--- src/shared/etm_pkg.sv ---
/*
  Shared constants and types of the egress tributary mapper control.
  Assumes register indices are printed offsets; byte address is 4x.
*/
package etm_pkg;

  localparam int NUM_TRIB = 84;

  // register indices
  localparam logic [11:0] IDX_TRIB_BASE = 12'hE00;
  localparam logic [11:0] IDX_TS_PAGE   = 12'hE61;
  localparam logic [11:0] IDX_TS_CTL    = 12'hE62;
  localparam logic [11:0] IDX_TS_ADDR   = 12'hE63;
  localparam logic [11:0] IDX_TS_DATA   = 12'hE64;
  localparam logic [11:0] IDX_EGR_CFG   = 12'hE70;

  // bus index fields of the tributary block
  localparam int BUS_GRP_LSB = 5;
  localparam int BUS_TU_LSB  = 3;

  // tributary control fields
  localparam int NARROW_BIT = 7;
  localparam int T1_BIT     = 6;
  localparam int TRIBUTARY_PROVISIONED_BIT   = 5;
  localparam int PTRDIS_BIT = 2;
  localparam int TVT_BIT    = 1;
  localparam int LINE_ADD_OUTPUT_ENABLE_BIT   = 0;
  localparam logic [7:0] TRIB_RESET = 8'hC0;
  localparam logic [7:0] TRIB_WMASK = 8'hE7;

  // indirect control, address and egress configuration fields
  localparam int CTL_RNW_BIT  = 6;
  localparam int CTL_PAGE_BIT = 5;
  localparam int TSA_TUG3_LSB = 6;
  localparam int TSA_TUG2_LSB = 3;
  localparam logic [7:0] TS_ADDR_RESET = 8'h49;
  localparam int TSEN_BIT    = 0;
  localparam int PPBYP_BIT   = 1;
  localparam int PTRBYP_LSB  = 2;

  // indirect access time in clk_sys cycles
  localparam logic [1:0] TS_ACCESS_CYC = 2'h2;

  typedef enum logic [1:0] {
    ETM_MAP_ZERO, ETM_MAP_ASYNC, ETM_MAP_BSYNC, ETM_MAP_TVT
  } etm_map_e;

  typedef enum logic [1:0] {
    ETM_E1_TU12, ETM_T1_TU12, ETM_T1_NARROW_TRIBUTARY_SELECT
  } etm_trib_e;

  typedef enum logic {ETM_TS_IDLE, ETM_TS_RUN} etm_ts_state_e;

endpackage : etm_pkg

--- src/hdl/etm_tsram.sv ---
/*
  Two-page time-switch configuration store with its indirect access engine.
  Assumes start is a one-cycle pulse given only while busy is low.
*/
`timescale 1ns/100ps
`default_nettype none
module etm_tsram
  import etm_pkg::*;
(
  input  wire logic       clk_sys,
  input  wire logic       rst,
  input  wire logic       start,
  input  wire logic       rnw,
  input  wire logic       page,
  input  wire logic       acc_ok,
  input  wire logic [6:0] acc_index,
  input  wire logic [6:0] wr_word,
  input  wire logic       act_page,
  input  wire logic [6:0] lk_index,
  output logic            busy,
  output logic            rd_done,
  output logic      [6:0] rd_word,
  output logic      [6:0] lk_word
);

  logic [6:0]    mem [2][NUM_TRIB];
  etm_ts_state_e state;
  logic [1:0]    cnt;
  logic          op_rnw;
  logic          op_page;
  logic          op_ok;
  logic [6:0]    op_idx;
  logic [6:0]    op_word;
  logic          last;

  assign last = (state == ETM_TS_RUN) && (cnt == 2'h0);

  // ----------------------------------------------------------
  // access sequencer
  // ----------------------------------------------------------
  always_ff @(posedge clk_sys or posedge rst) begin
    if (rst) begin
      state   <= ETM_TS_IDLE;
      cnt     <= 2'h0;
      busy    <= 1'b0;
      rd_done <= 1'b0;
      rd_word <= 7'h00;
      op_rnw  <= 1'b1;
      op_page <= 1'b0;
      op_ok   <= 1'b0;
      op_idx  <= 7'h00;
      op_word <= 7'h00;
    end else begin
      rd_done <= 1'b0;
      case (state)
        ETM_TS_IDLE: begin
          if (start) begin
            state   <= ETM_TS_RUN;
            busy    <= 1'b1;
            cnt     <= TS_ACCESS_CYC - 2'h1;
            op_rnw  <= rnw;
            op_page <= page;
            op_ok   <= acc_ok;
            op_idx  <= acc_index;
            op_word <= wr_word;
          end
        end
        ETM_TS_RUN: begin
          if (cnt == 2'h0) begin
            state   <= ETM_TS_IDLE;
            busy    <= 1'b0;
            rd_done <= op_rnw;
            if (op_rnw) begin
              // out of range addresses read as zero
              rd_word <= op_ok ? mem[op_page][op_idx] : 7'h00;
            end
          end else begin
            cnt <= cnt - 2'h1;
          end
        end
        default: state <= ETM_TS_IDLE;
      endcase
    end
  end

  // ----------------------------------------------------------
  // storage and active-page lookup
  // ----------------------------------------------------------
  always_ff @(posedge clk_sys or posedge rst) begin
    if (rst) begin
      for (int p = 0; p < 2; p++) begin
        for (int i = 0; i < NUM_TRIB; i++) begin
          mem[p][i] <= 7'h00;
        end
      end
    end else if (last && !op_rnw && op_ok) begin
      mem[op_page][op_idx] <= op_word;
    end
  end

  always_ff @(posedge clk_sys or posedge rst) begin
    if (rst) begin
      lk_word <= 7'h00;
    end else begin
      lk_word <= mem[act_page][lk_index];
    end
  end

  AST_BUSY_SEQ: assert property (
    @(posedge clk_sys) disable iff (rst)
    (start && !busy) |=> busy ##1 busy ##1
      (!busy && (rd_done == $past(rnw, 3))))
    else $error("indirect access busy window wrong");

endmodule : etm_tsram
`default_nettype wire

--- src/hdl/etm_ctrl.sv ---
/*
  Egress tributary mapper control: per-tributary registers, time-switch
  indirect access and per-column control towards the line add bus.
  Assumes an Avalon-MM master on clk_sys, and column timing plus the
  byte-sync mapper enables from same-clock logic.
*/
`timescale 1ns/100ps
`default_nettype none
// ----------------------------------------------------------
// Overview of operation
// - output enable low tristates tributary columns
// - output enable pin mirrors bit per column
// - transparent select picks system bus VT
// - pointer disable aligns on V5, else realign
// - global SPE bypass forces pointer disable
// - unprovisioned tributary maps zero payload unless TVT or byte-sync set
// - transparent select beats byte-sync enable
// - byte-sync enable gives byte-synchronous mapping
// - provisioned alone gives bit-asynchronous mapping
// - nothing selected: overhead only, zero payload
// - group uses first narrow bit, others read-only
// - control at E00 plus group, TUG-2, TU
// - active page selects lookup page
// - control register write starts indirect access
// - page bit picks page of indirect access
// - read-not-write picks access kind, resets one
// - busy high from start until done
// - switch link flagged valid only when switch enabled; spe and link lookup always driven
// ----------------------------------------------------------
module etm_ctrl
  import etm_pkg::*;
(
  input  wire logic        clk_sys,
  input  wire logic        rst,
  input  wire logic [13:0] avs_address,
  input  wire logic        avs_read,
  input  wire logic        avs_write,
  input  wire logic [31:0] avs_writedata,
  input  wire logic  [3:0] avs_byteenable,
  output logic      [31:0] avs_readdata,
  output logic             avs_waitrequest,
  input  wire logic [83:0] byte_sync_mapper_enable,
  input  wire logic        col_valid,
  input  wire logic  [1:0] col_tug3,
  input  wire logic  [2:0] col_tug2,
  input  wire logic  [2:0] col_tu,
  output logic             line_add_output_enable,
  output logic             line_add_drive_en,
  output logic             trib_active,
  output var etm_trib_e    trib_type,
  output var etm_map_e     map_mode,
  output logic             tvt_select,
  output logic             pointer_disable,
  output logic             egress_pointer_processor_bypass,
  output logic             ts_link_valid,
  output logic       [1:0] ts_int_spe,
  output logic       [4:0] ts_int_link
);

  function automatic logic [6:0] trib_idx(
    input logic [1:0] g,
    input logic [2:0] t2,
    input logic [1:0] tu
  );
    trib_idx = 7'(g * 28 + t2 * 4 + tu);
  endfunction : trib_idx

  logic [7:0]  trib [NUM_TRIB];
  logic        active_switch_page;
  logic        ctl_rnw;
  logic        ctl_page;
  logic [7:0]  ts_addr;
  logic [6:0]  ts_data;
  logic [4:0]  egr_cfg;
  logic [7:0]  next_rdata;

  logic [11:0] idx;
  logic [7:0]  wd;
  logic        req;
  logic        wr_lo;
  logic        trib_hit;
  logic [6:0]  bus_ti;
  logic [6:0]  bus_first;

  logic        ts_busy;
  logic        ts_start;
  logic        ts_rd_done;
  logic [6:0]  ts_rd_word;
  logic [6:0]  ts_lk_word;
  logic [1:0]  a_g;
  logic [2:0]  a_t2;
  logic [2:0]  a_tu;
  logic        acc_ok;
  logic [6:0]  acc_index;

  logic        col_ok;
  logic [6:0]  col_ti;
  logic [6:0]  col_first;
  logic [7:0]  cur;
  logic        cur_narrow;
  logic        cur_bs;
  logic        cur_live;
  etm_map_e    next_mode;

  // ----------------------------------------------------------
  // bus decode
  // ----------------------------------------------------------
  assign idx   = avs_address[13:2];
  assign wd    = avs_writedata[7:0];
  assign req   = avs_read | avs_write;
  // only the low byte lane carries register data
  assign wr_lo = avs_write & ~avs_waitrequest & avs_byteenable[0];

  assign trib_hit = (idx[11:7] == IDX_TRIB_BASE[11:7])
                 && (idx[BUS_GRP_LSB +: 2] != 2'h3)
                 && (idx[2:0] != 3'h7);
  assign bus_ti    = trib_idx(idx[BUS_GRP_LSB +: 2], idx[2:0],
                              idx[BUS_TU_LSB +: 2]);
  assign bus_first = trib_idx(idx[BUS_GRP_LSB +: 2], idx[2:0], 2'h0);

  // one wait cycle per access, so every answer takes two edges
  always_ff @(posedge clk_sys or posedge rst) begin
    if (rst) begin
      avs_waitrequest <= 1'b1;
    end else begin
      avs_waitrequest <= ~(req & avs_waitrequest);
    end
  end

  // ----------------------------------------------------------
  // read path
  // ----------------------------------------------------------
  always_comb begin
    next_rdata = 8'h00;
    if (trib_hit) begin
      next_rdata = trib[bus_ti];
      next_rdata[NARROW_BIT] = trib[bus_first][NARROW_BIT];
    end else begin
      case (idx)
        IDX_TS_PAGE: next_rdata = {7'h00, active_switch_page};
        IDX_TS_CTL:  next_rdata = {ts_busy, ctl_rnw, ctl_page, 5'h00};
        IDX_TS_ADDR: next_rdata = ts_addr;
        IDX_TS_DATA: next_rdata = {1'b0, ts_data};
        IDX_EGR_CFG: next_rdata = {3'h0, egr_cfg};
        default:     next_rdata = 8'h00;
      endcase
    end
  end

  always_ff @(posedge clk_sys or posedge rst) begin
    if (rst) begin
      avs_readdata <= 32'h0000_0000;
    end else if (avs_read && avs_waitrequest) begin
      avs_readdata <= {24'h00_0000, next_rdata};
    end
  end

  // ----------------------------------------------------------
  // tributary control registers
  // ----------------------------------------------------------
  always_ff @(posedge clk_sys or posedge rst) begin
    if (rst) begin
      for (int i = 0; i < NUM_TRIB; i++) begin
        trib[i] <= TRIB_RESET;
      end
    end else if (wr_lo && trib_hit) begin
      if (idx[BUS_TU_LSB +: 2] == 2'h0) begin
        trib[bus_ti] <= wd & TRIB_WMASK;
      end else begin
        // narrow bit of later TUs stays read-only
        trib[bus_ti] <= {trib[bus_ti][NARROW_BIT],
                         wd[6:0] & TRIB_WMASK[6:0]};
      end
    end
  end

  // ----------------------------------------------------------
  // page, address and egress configuration registers
  // ----------------------------------------------------------
  always_ff @(posedge clk_sys or posedge rst) begin
    if (rst) begin
      active_switch_page <= 1'b0;
      ts_addr            <= TS_ADDR_RESET;
      egr_cfg            <= 5'h00;
    end else if (wr_lo) begin
      case (idx)
        IDX_TS_PAGE: active_switch_page <= wd[0];
        IDX_TS_ADDR: ts_addr <= wd;
        IDX_EGR_CFG: egr_cfg <= wd[4:0];
        default: begin
        end
      endcase
    end
  end

  // ----------------------------------------------------------
  // indirect time-switch access
  // ----------------------------------------------------------
  // a trigger while busy is dropped rather than corrupting the access
  assign ts_start = wr_lo && (idx == IDX_TS_CTL) && !ts_busy;

  always_ff @(posedge clk_sys or posedge rst) begin
    if (rst) begin
      ctl_rnw  <= 1'b1;
      ctl_page <= 1'b0;
    end else if (ts_start) begin
      ctl_rnw  <= wd[CTL_RNW_BIT];
      ctl_page <= wd[CTL_PAGE_BIT];
    end
  end

  always_ff @(posedge clk_sys or posedge rst) begin
    if (rst) begin
      ts_data <= 7'h00;
    end else if (ts_rd_done) begin
      ts_data <= ts_rd_word;
    end else if (wr_lo && (idx == IDX_TS_DATA)) begin
      ts_data <= wd[6:0];
    end
  end

  assign a_g  = ts_addr[TSA_TUG3_LSB +: 2];
  assign a_t2 = ts_addr[TSA_TUG2_LSB +: 3];
  assign a_tu = ts_addr[2:0];
  assign acc_ok = (a_g != 2'h0) && (a_t2 != 3'h0)
               && (a_tu != 3'h0) && (a_tu <= 3'h4);
  assign acc_index = trib_idx(2'(a_g - 2'h1), 3'(a_t2 - 3'h1),
                              2'(a_tu - 3'h1));

  etm_tsram u_tsram (
    .clk_sys   (clk_sys),
    .rst       (rst),
    .start     (ts_start),
    .rnw       (wd[CTL_RNW_BIT]),
    .page      (wd[CTL_PAGE_BIT]),
    .acc_ok    (acc_ok),
    .acc_index (acc_index),
    .wr_word   (ts_data),
    .act_page  (active_switch_page),
    .lk_index  (col_ok ? col_ti : 7'h00),
    .busy      (ts_busy),
    .rd_done   (ts_rd_done),
    .rd_word   (ts_rd_word),
    .lk_word   (ts_lk_word)
  );

  assign ts_int_spe  = ts_lk_word[6:5];
  assign ts_int_link = ts_lk_word[4:0];

  // ----------------------------------------------------------
  // per-column lookup
  // ----------------------------------------------------------
  assign col_ok = col_valid && (col_tug3 != 2'h0) && (col_tug2 != 3'h0)
               && (col_tu != 3'h0) && (col_tu <= 3'h4);
  assign col_ti    = trib_idx(2'(col_tug3 - 2'h1), 3'(col_tug2 - 3'h1),
                              2'(col_tu - 3'h1));
  assign col_first = trib_idx(2'(col_tug3 - 2'h1), 3'(col_tug2 - 3'h1),
                              2'h0);
  assign cur        = trib[col_ti];
  assign cur_narrow = trib[col_first][NARROW_BIT];
  assign cur_bs     = byte_sync_mapper_enable[col_ti];
  // TU #4 exists only in TU-11 groups
  assign cur_live   = cur_narrow || (col_tu != 3'h4);

  always_comb begin
    if (cur[TVT_BIT]) begin
      next_mode = ETM_MAP_TVT;
    end else if (cur_bs) begin
      next_mode = ETM_MAP_BSYNC;
    end else if (cur[TRIBUTARY_PROVISIONED_BIT]) begin
      next_mode = ETM_MAP_ASYNC;
    end else begin
      next_mode = ETM_MAP_ZERO;
    end
  end

  // ----------------------------------------------------------
  // column outputs, one cycle after the column index
  // ----------------------------------------------------------
  always_ff @(posedge clk_sys or posedge rst) begin
    if (rst) begin
      line_add_output_enable <= 1'b0;
      line_add_drive_en      <= 1'b0;
      trib_active            <= 1'b0;
      trib_type              <= ETM_T1_NARROW_TRIBUTARY_SELECT;
      map_mode               <= ETM_MAP_ZERO;
      tvt_select             <= 1'b0;
      pointer_disable        <= 1'b0;
      ts_link_valid          <= 1'b0;
    end else begin
      line_add_output_enable <= col_ok && cur_live && cur[LINE_ADD_OUTPUT_ENABLE_BIT];
      line_add_drive_en      <= col_ok && cur_live && cur[LINE_ADD_OUTPUT_ENABLE_BIT];
      trib_active            <= col_ok && cur_live;
      if (cur_narrow) begin
        trib_type <= ETM_T1_NARROW_TRIBUTARY_SELECT;
      end else begin
        trib_type <= cur[T1_BIT] ? ETM_T1_TU12 : ETM_E1_TU12;
      end
      map_mode   <= col_ok ? next_mode : ETM_MAP_ZERO;
      tvt_select <= col_ok && cur[TVT_BIT];
      pointer_disable <= col_ok && (cur[PTRDIS_BIT]
                         || egr_cfg[PTRBYP_LSB + 32'(col_tug3) - 1]);
      ts_link_valid   <= col_ok && egr_cfg[TSEN_BIT];
    end
  end

  always_ff @(posedge clk_sys or posedge rst) begin
    if (rst) begin
      egress_pointer_processor_bypass <= 1'b0;
    end else begin
      egress_pointer_processor_bypass <= egr_cfg[PPBYP_BIT];
    end
  end

  // ----------------------------------------------------------
  // checks
  // ----------------------------------------------------------
  AST_DRIVE_MIRROR: assert property (
    @(posedge clk_sys) disable iff (rst)
    line_add_drive_en == line_add_output_enable)
    else $error("drive enable and enable pin disagree");

  AST_LINE_ADD_OUTPUT_ENABLE_OFF: assert property (
    @(posedge clk_sys) disable iff (rst)
    (col_ok && !cur[LINE_ADD_OUTPUT_ENABLE_BIT]) |=> !line_add_drive_en)
    else $error("column driven with enable bit clear");

  AST_TVT_PRIORITY: assert property (
    @(posedge clk_sys) disable iff (rst)
    (col_ok && cur[TVT_BIT]) |=> (map_mode == ETM_MAP_TVT) && tvt_select)
    else $error("transparent select lost priority");

  AST_BSYNC: assert property (
    @(posedge clk_sys) disable iff (rst)
    (col_ok && !cur[TVT_BIT] && cur_bs) |=> map_mode == ETM_MAP_BSYNC)
    else $error("byte-sync mapping not chosen");

  AST_ASYNC: assert property (
    @(posedge clk_sys) disable iff (rst)
    (col_ok && !cur[TVT_BIT] && !cur_bs && cur[TRIBUTARY_PROVISIONED_BIT])
      |=> map_mode == ETM_MAP_ASYNC)
    else $error("async mapping not chosen");

  AST_ZERO_FILL: assert property (
    @(posedge clk_sys) disable iff (rst)
    (col_ok && !cur[TVT_BIT] && !cur_bs && !cur[TRIBUTARY_PROVISIONED_BIT])
      |=> map_mode == ETM_MAP_ZERO)
    else $error("idle tributary not zero filled");

  AST_PTR_BYPASS: assert property (
    @(posedge clk_sys) disable iff (rst)
    (col_ok && egr_cfg[PTRBYP_LSB + 32'(col_tug3) - 1]) |=> pointer_disable)
    else $error("global bypass did not disable pointer");

  AST_TU4_IDLE: assert property (
    @(posedge clk_sys) disable iff (rst)
    (col_ok && (col_tu == 3'h4) && !cur_narrow)
      |=> !trib_active && (trib_type != ETM_T1_NARROW_TRIBUTARY_SELECT))
    else $error("TU #4 active in a TU-12 group");

  AST_TS_DISABLED: assert property (
    @(posedge clk_sys) disable iff (rst)
    !egr_cfg[TSEN_BIT] |=> !ts_link_valid)
    else $error("switch link used while disabled");

endmodule : etm_ctrl
`default_nettype wire

--- config.mk ---
export PLATFORM = sky130hd
export DESIGN_NAME = etm_ctrl
export DESIGN_NICKNAME = d
export VERILOG_FILES = /design/src/shared/etm_pkg.sv /design/src/hdl/etm_tsram.sv /design/src/hdl/etm_ctrl.sv
export SDC_FILE = /design/constraint.sdc
export NUM_CORES = 2
export LEC_CHECK = 0
export BUFFER_PORTS_ARGS = -buffer_cell sky130_fd_sc_hd__buf_2
export CORE_UTILIZATION = 25
export CTS_CLUSTER_DIAMETER = 40
export DETAILED_ROUTE_END_ITERATION = 8
export PLACE_DENSITY = 0.48
export SYNTH_ARGS = -nofsm -noshare
export SYNTH_HDL_FRONTEND = slang
export SYNTH_HIERARCHICAL = 1
export SYNTH_SLANG_ARGS = --single-unit
export TNS_END_PERCENT = 1
--- constraint.sdc ---
create_clock -name clk_sys -period 45.3 [get_ports clk_sys]
set_input_delay 4.53 -clock clk_sys [delete_from_list [all_inputs] [get_ports clk_sys]]
set_output_delay 4.53 -clock clk_sys [all_outputs]
set_load 0.02 [all_outputs]
Yosys cells after proc, flatten, opt, wreduce, memory -nomap -nowiden:

Cells that the tools add are included.
Widths: inputs -> output; s select.

* register bits after elaboration: 1926
* output and inout port bits: 51
* input port bits: 147
* word-level logic and storage cells: 445

* multipliers: 3
* $lt $le $gt $ge: 15
* eq/ne operators: 12
* reductions and logical operators: 45
* bitwise logic cells: 15
* add/subtract/negate cells: 15
* multiplexer cells: 61

Operators by type and width (number)
* $mux 588: 7
* $bwmux 672: 2
* $bwmux 1176: 1
* $mux 672: 1
* $demux 588 s1: 1
* $bmux 8 s7: 4
* $bmux 7 s7: 2
* $mux 7: 11
* $mux 8: 8
* $eq 12x12->1 const B: 5
* $demux 8 s7: 1
* $demux 7 s7: 1
* $ge 8x8->1 const B: 6
* $not 7->8: 6
* $pmux 8 s5: 1
* $lt 32x4->1 const B: 1
* $logic_and 1x1->1: 25
* $add 7x2->7: 3
* $add 7x5->7: 3
* $lt 8x1->1 const B: 2
* $mul 2x3->5 const B: 3
* $mux 2: 6
* $reduce_and 2->1: 6
* $reduce_bool 3->1: 4
* 25 further kinds: 56

Logic depth before layout (Yosys ltp):

* depth in word-level cells: 12
* gate-level depth with buffers: 22
* gate-level depth less buffers: 13

Hierarchy:

Netlist, hierarchy kept.

Modules (own cells, without submodules)
* etm_tsram: area an instance 65455.3 µm², cells an instance 4492, seq. area each 30330.3 µm², times used 1
* etm_ctrl: area an instance 34829.7 µm², cells an instance 2663, seq. area each 16429.5 µm², times used 1

Worst setup path after synthesis:

Ideal clock, no wire load.

* path type: input-to-reg
* start point: input col_tu[0]
* end point: register u_tsram.lk_word[3]
* buffers on the path: 12
* stages: 21
* setup time: 0.137 ns
* arrival: 8.400 ns
* slack: 36.763 ns
* cell sequence: buf_2 -> buf_6 -> buf_4 -> buf_4 -> buf_2 -> inv_1 -> ha_1 -> buf_2 -> buf_2 -> buf_2 -> buf_2 -> nor2_1 -> buf_2 -> buf_2 -> clkbuf_1 -> mux4_2 -> mux2_2 -> o211ai_1 -> nand4_1 -> o21ai_0 -> o311ai_1

* cells in the longest elaborated chain, start to end: 8
* elaborated cells on any way between the ends: 11
* classes of those cells: add/sub: 2; order compare: 1; mux: 4; bitwise: 1; reduce/logical: 3

Ends and longest elaborated chain
* start, declared: line etm_ctrl.sv:46 `input wire logic [2:0] col_tu,`
* branches (longest 3 deep; another with $add 7x2->7)
* $mux 7 (*): line etm_ctrl.sv:240 `.lk_index (col_ok ? col_ti : 7'h00),`
* $not 7->8 (not written as such) (*): line etm_tsram.sv:105 `lk_word <= mem[act_page][lk_index];`
* $bmux 7 s7 (*): line etm_tsram.sv:105
* $mux 7 (not written as such) (*) (2 in a row): line etm_tsram.sv:105
* end signal, assigned: line etm_tsram.sv:105
* end, declared: line etm_tsram.sv:23 `output logic [6:0] lk_word`

Every way passes the cells marked *. The select of a mux whose other input is x is not followed.
A chain may end at the register's enable or synchronous reset.

Worst setup path after layout:

* start point: input col_tu[0]
* end point: register u_tsram.lk_word[0]

Same word-level chain as after synthesis.

==> results.cfg <==
[status]
status = completed

[logic_synthesis]
ys_ff_latch = 1863
synth.distinct_cells = 92
synth_edf_count = 0
synth_warnings = 6
syn_inst = 7155
yosys.area.top_type = dfrtp_1
synth_area_mm2 = 0.100
synth_top_area_frac = 0.437
synth.area.top_cells = dfrtp_1 44%, mux2_2 19%, mux4_2 16%, mux2i_1 3.6%, dfstp_2 2.9%
seq_area_frac_synth = 0.466
synth.avg_cell_area_um2 = 14.0
ys.flop_type = dfrtp_1
async_flop_share = 1.00

[grt]
grt_pass1_wl_um = 534000
grt_pass1_vias = 70500
grt_start_max_net_pins = 170
track_usage = 0.179
antenna_found_initial = 21
grt_overflow = 0

[drt]
routed_wirelength_um = 370000
vias = 67400
first_pass_iters = 8
avgViaCountPerCell = 5.25
drtIter0Drc = 5702
drc_errors = 0
antenna_left = 0
wl_per_cell_um = 28.8

[cells_and_area]
multi_input_area_mm2 = 0.0504
syn_to_final_growth_pct = 18.5
final_area_mm2 = 0.119
fin_cells = 12800
fin_nets = 7418
nFillCells = 40000
utilization = 0.298
layout-drive-gt1-share = 0.481
register_area_mm2 = 0.0468

[die]
die_w_um = 635
io_pins = 198
die_y_um = 635
dieArea_mm2 = 0.404
rows = 232
initial_core_util = 0.251
core_area_mm2 = 0.399

[timing]
tightest_slew_ns = 1.27
setup_ws_ns = 34.11
fin_skew_ns = 0.121
setup_viol_count_final = 0
rsz0062_at_grt = no
period_minus_slack_ns = 11.19
hold_ws_ns = 0.466
drv_slew = 0
fin_tns_setup_ns = 0
finalCritPeriodShare = 0.247
fmax_ghz = 0.0894
slew_headroom = 0.149
hold_viol = 0

[pwr]
vdd.ir_drop.worst_mv = 0.0330
seq_power_share = 0.353
p_sw_frac = 0.252
power_mw = 4.75
combPwrFrac = 0.057
p_int_mw = 3.55
powerDensity_mw_per_mm2 = 40.0
clockPowerShare = 0.591
p_leak_nw = 52.0
p_switching_mw = 1.20

[clocking]
clock-root-buffer = clkbuf_16
clkTransAtPathRegs_ns = 0.05
cts_buffers = 358
cts_max_path_buffers = 4
postCtsSetupBuffers = 0
hold_buffers = 0
htreeDepth = 5
cts_tree = yes
cts.sinks = 1863
clock_latency_ns = 0.98
postCtsResizedCells = 0

[worst_setup_path]
reg2reg_slack_ns = 39.10
path_max_fanout = 91
r2r-start = u_tsram/op_page
cp-startpoint = col_tu[0]
worstPathRequired_ns = 46.00
rr_worst_depth = 11
path_class = input pin to register
endpoint_kind = register
critical_path_arrival_ns = 11.89
critPathLaunchType = input pin
reg2reg_to = u_tsram/rd_word[2]

[place]
place_area_mm2 = 0.106
hpwl_um = 240000
place_congestion = 0.879
port_buffers = 144
pre_cts_ws_ns = 33.25
dp_cells = 12100

[hold_path]
min_path_cells = 2
hp-class = register to register

[run]
cap_violations = 0
## power by group through the flow
stage / Clock [mW] / Sequential, mW / Combinational [mW]
floorplan: 0 / 1.71 / 0.146
global placement: 0 / 1.70 / 0.267
detailed placement: 0 / 1.70 / 0.268
CTS: 2.86 / 1.68 / 0.269
global route: 2.93 / 1.67 / 0.281
finish: 2.81 / 1.68 / 0.268
## cells by family (layout without fill, tap and decap cells)
family / Yosys count / in the layout / share of synthesized area
fa+ha+maj: 30 / 30 / 0.00397
xor+xnor: 17 / 17 / 0.00156
compound gates: 717 / 717 / 0.0493
other cells: 1 / 45 / 0.0000374
simple gates: 1105 / 1105 / 0.0570
flops: 1863 / 1863 / 0.466
buf+inv: 655 / 1022 / 0.0341
mux: 2767 / 2767 / 0.388
## cells in the mapped netlist, types with 27 or more instances
cell type and instances:
nor2_4 28, nor2_1 157, buf_2 131, nor2b_1 155, a221oi_1 39, nand3_1 59, nand2b_1 27, a21oi_1 142
mux4_2 727, and2_1 83, clkbuf_1 298, dfstp_2 112, buf_4 108, nor2_2 71, buf_6 43, a31oi_1 32
mux2i_1 363, inv_1 44, a22oi_1 57, nand2_1 365, dfrtp_1 1751, a211oi_1 80, mux2_2 1672, nor3_1 46
o21ai_0 96, o22ai_1 77, ha_1 27
## area by class of cell
type / count / area share
antenna: 21 / 0.000442
tap: 5265 / 0.0554
clock inverter: 228 / 0.0253
multi-input combinational: 4660 / 0.424
inverter: 46 / 0.00158
sequential: 1863 / 0.394
clock buffer: 436 / 0.0817
timing repair buffer: 312 / 0.0178
## cell usage in the layout (no fill, tap or decap), types with 24 or more instances in the layout
cell type / netlist / final
mux4_2: 727 / 727
a211oi_1: 80 / 80
nand2b_1: 27 / 27
dfrtp_1: 1751 / 1738
mux2_2: 1672 / 1672
nor3_1: 46 / 46
clkbuf_8: 0 / 41
clkinv_4: 0 / 30
nor2_1: 157 / 144
mux2i_1: 363 / 363
ha_1: 27 / 25
inv_1: 44 / 41
nand2_1: 365 / 364
nor2b_1: 155 / 150
nor2_2: 71 / 75
clkinvlp_4: 0 / 44
buf_4: 108 / 163
buf_2: 131 / 138
o22ai_1: 77 / 77
clkbuf_1: 298 / 35
nor2_4: 28 / 37
a21oi_1: 142 / 142
clkinv_2: 0 / 54
nand3_1: 59 / 58
conb_1: 1 / 24
o221ai_1: 26 / 26
dfstp_2: 112 / 112
o21ai_0: 96 / 96
clkbuf_16: 0 / 361
inv_6: 0 / 32
a221oi_1: 39 / 39
a22oi_1: 57 / 57
bufinv_16: 0 / 48
a31oi_1: 32 / 32
and2_1: 83 / 83
## worst max-delay path, stage by stage
cell and delay [ns]:
buf_8 0.31, inv_1 0.14, ha_4 0.19, xnor2_1 0.50, nand4b_1 0.82, buf_4 0.49, nor2_4 0.09, buf_4 0.45
buf_12 0.57, buf_4 0.78, buf_4 0.69, mux4_2 0.43, mux4_2 0.56, a32oi_1 0.26, a21oi_1 0.20, a31oi_1 0.32
o31ai_1 0.31
## routing by layer
| layer | up-vias | routed length, um | share of wire | GRT usage |
|---|---|---|---|---|
| li1 | 27600 | - | - | - |
| met1 | 36700 | 158000 | 0.43 | 0.239 |
| met2 | 2380 | 172000 | 0.46 | 0.284 |
| met3 | 697 | 22200 | 0.060 | 0.0315 |
| met4 | 6 | 17400 | 0.047 | 0.0795 |
| met5 | - | 36 | 0.000097 | 0 |
## worst max path at each step
stage / end / slack (ns) / cells past startpoint
floorplan: u_tsram/busy / 6.62 / 1
global placement: u_tsram/lk_word[0] / 33.26 / 17
detailed placement: u_tsram/lk_word[0] / 33.25 / 17
CTS: u_tsram/lk_word[0] / 34.19 / 17
global route: u_tsram/lk_word[0] / 33.88 / 17
finish: u_tsram/lk_word[0] / 34.11 / 17
Power figures use the tool's default switching activity.
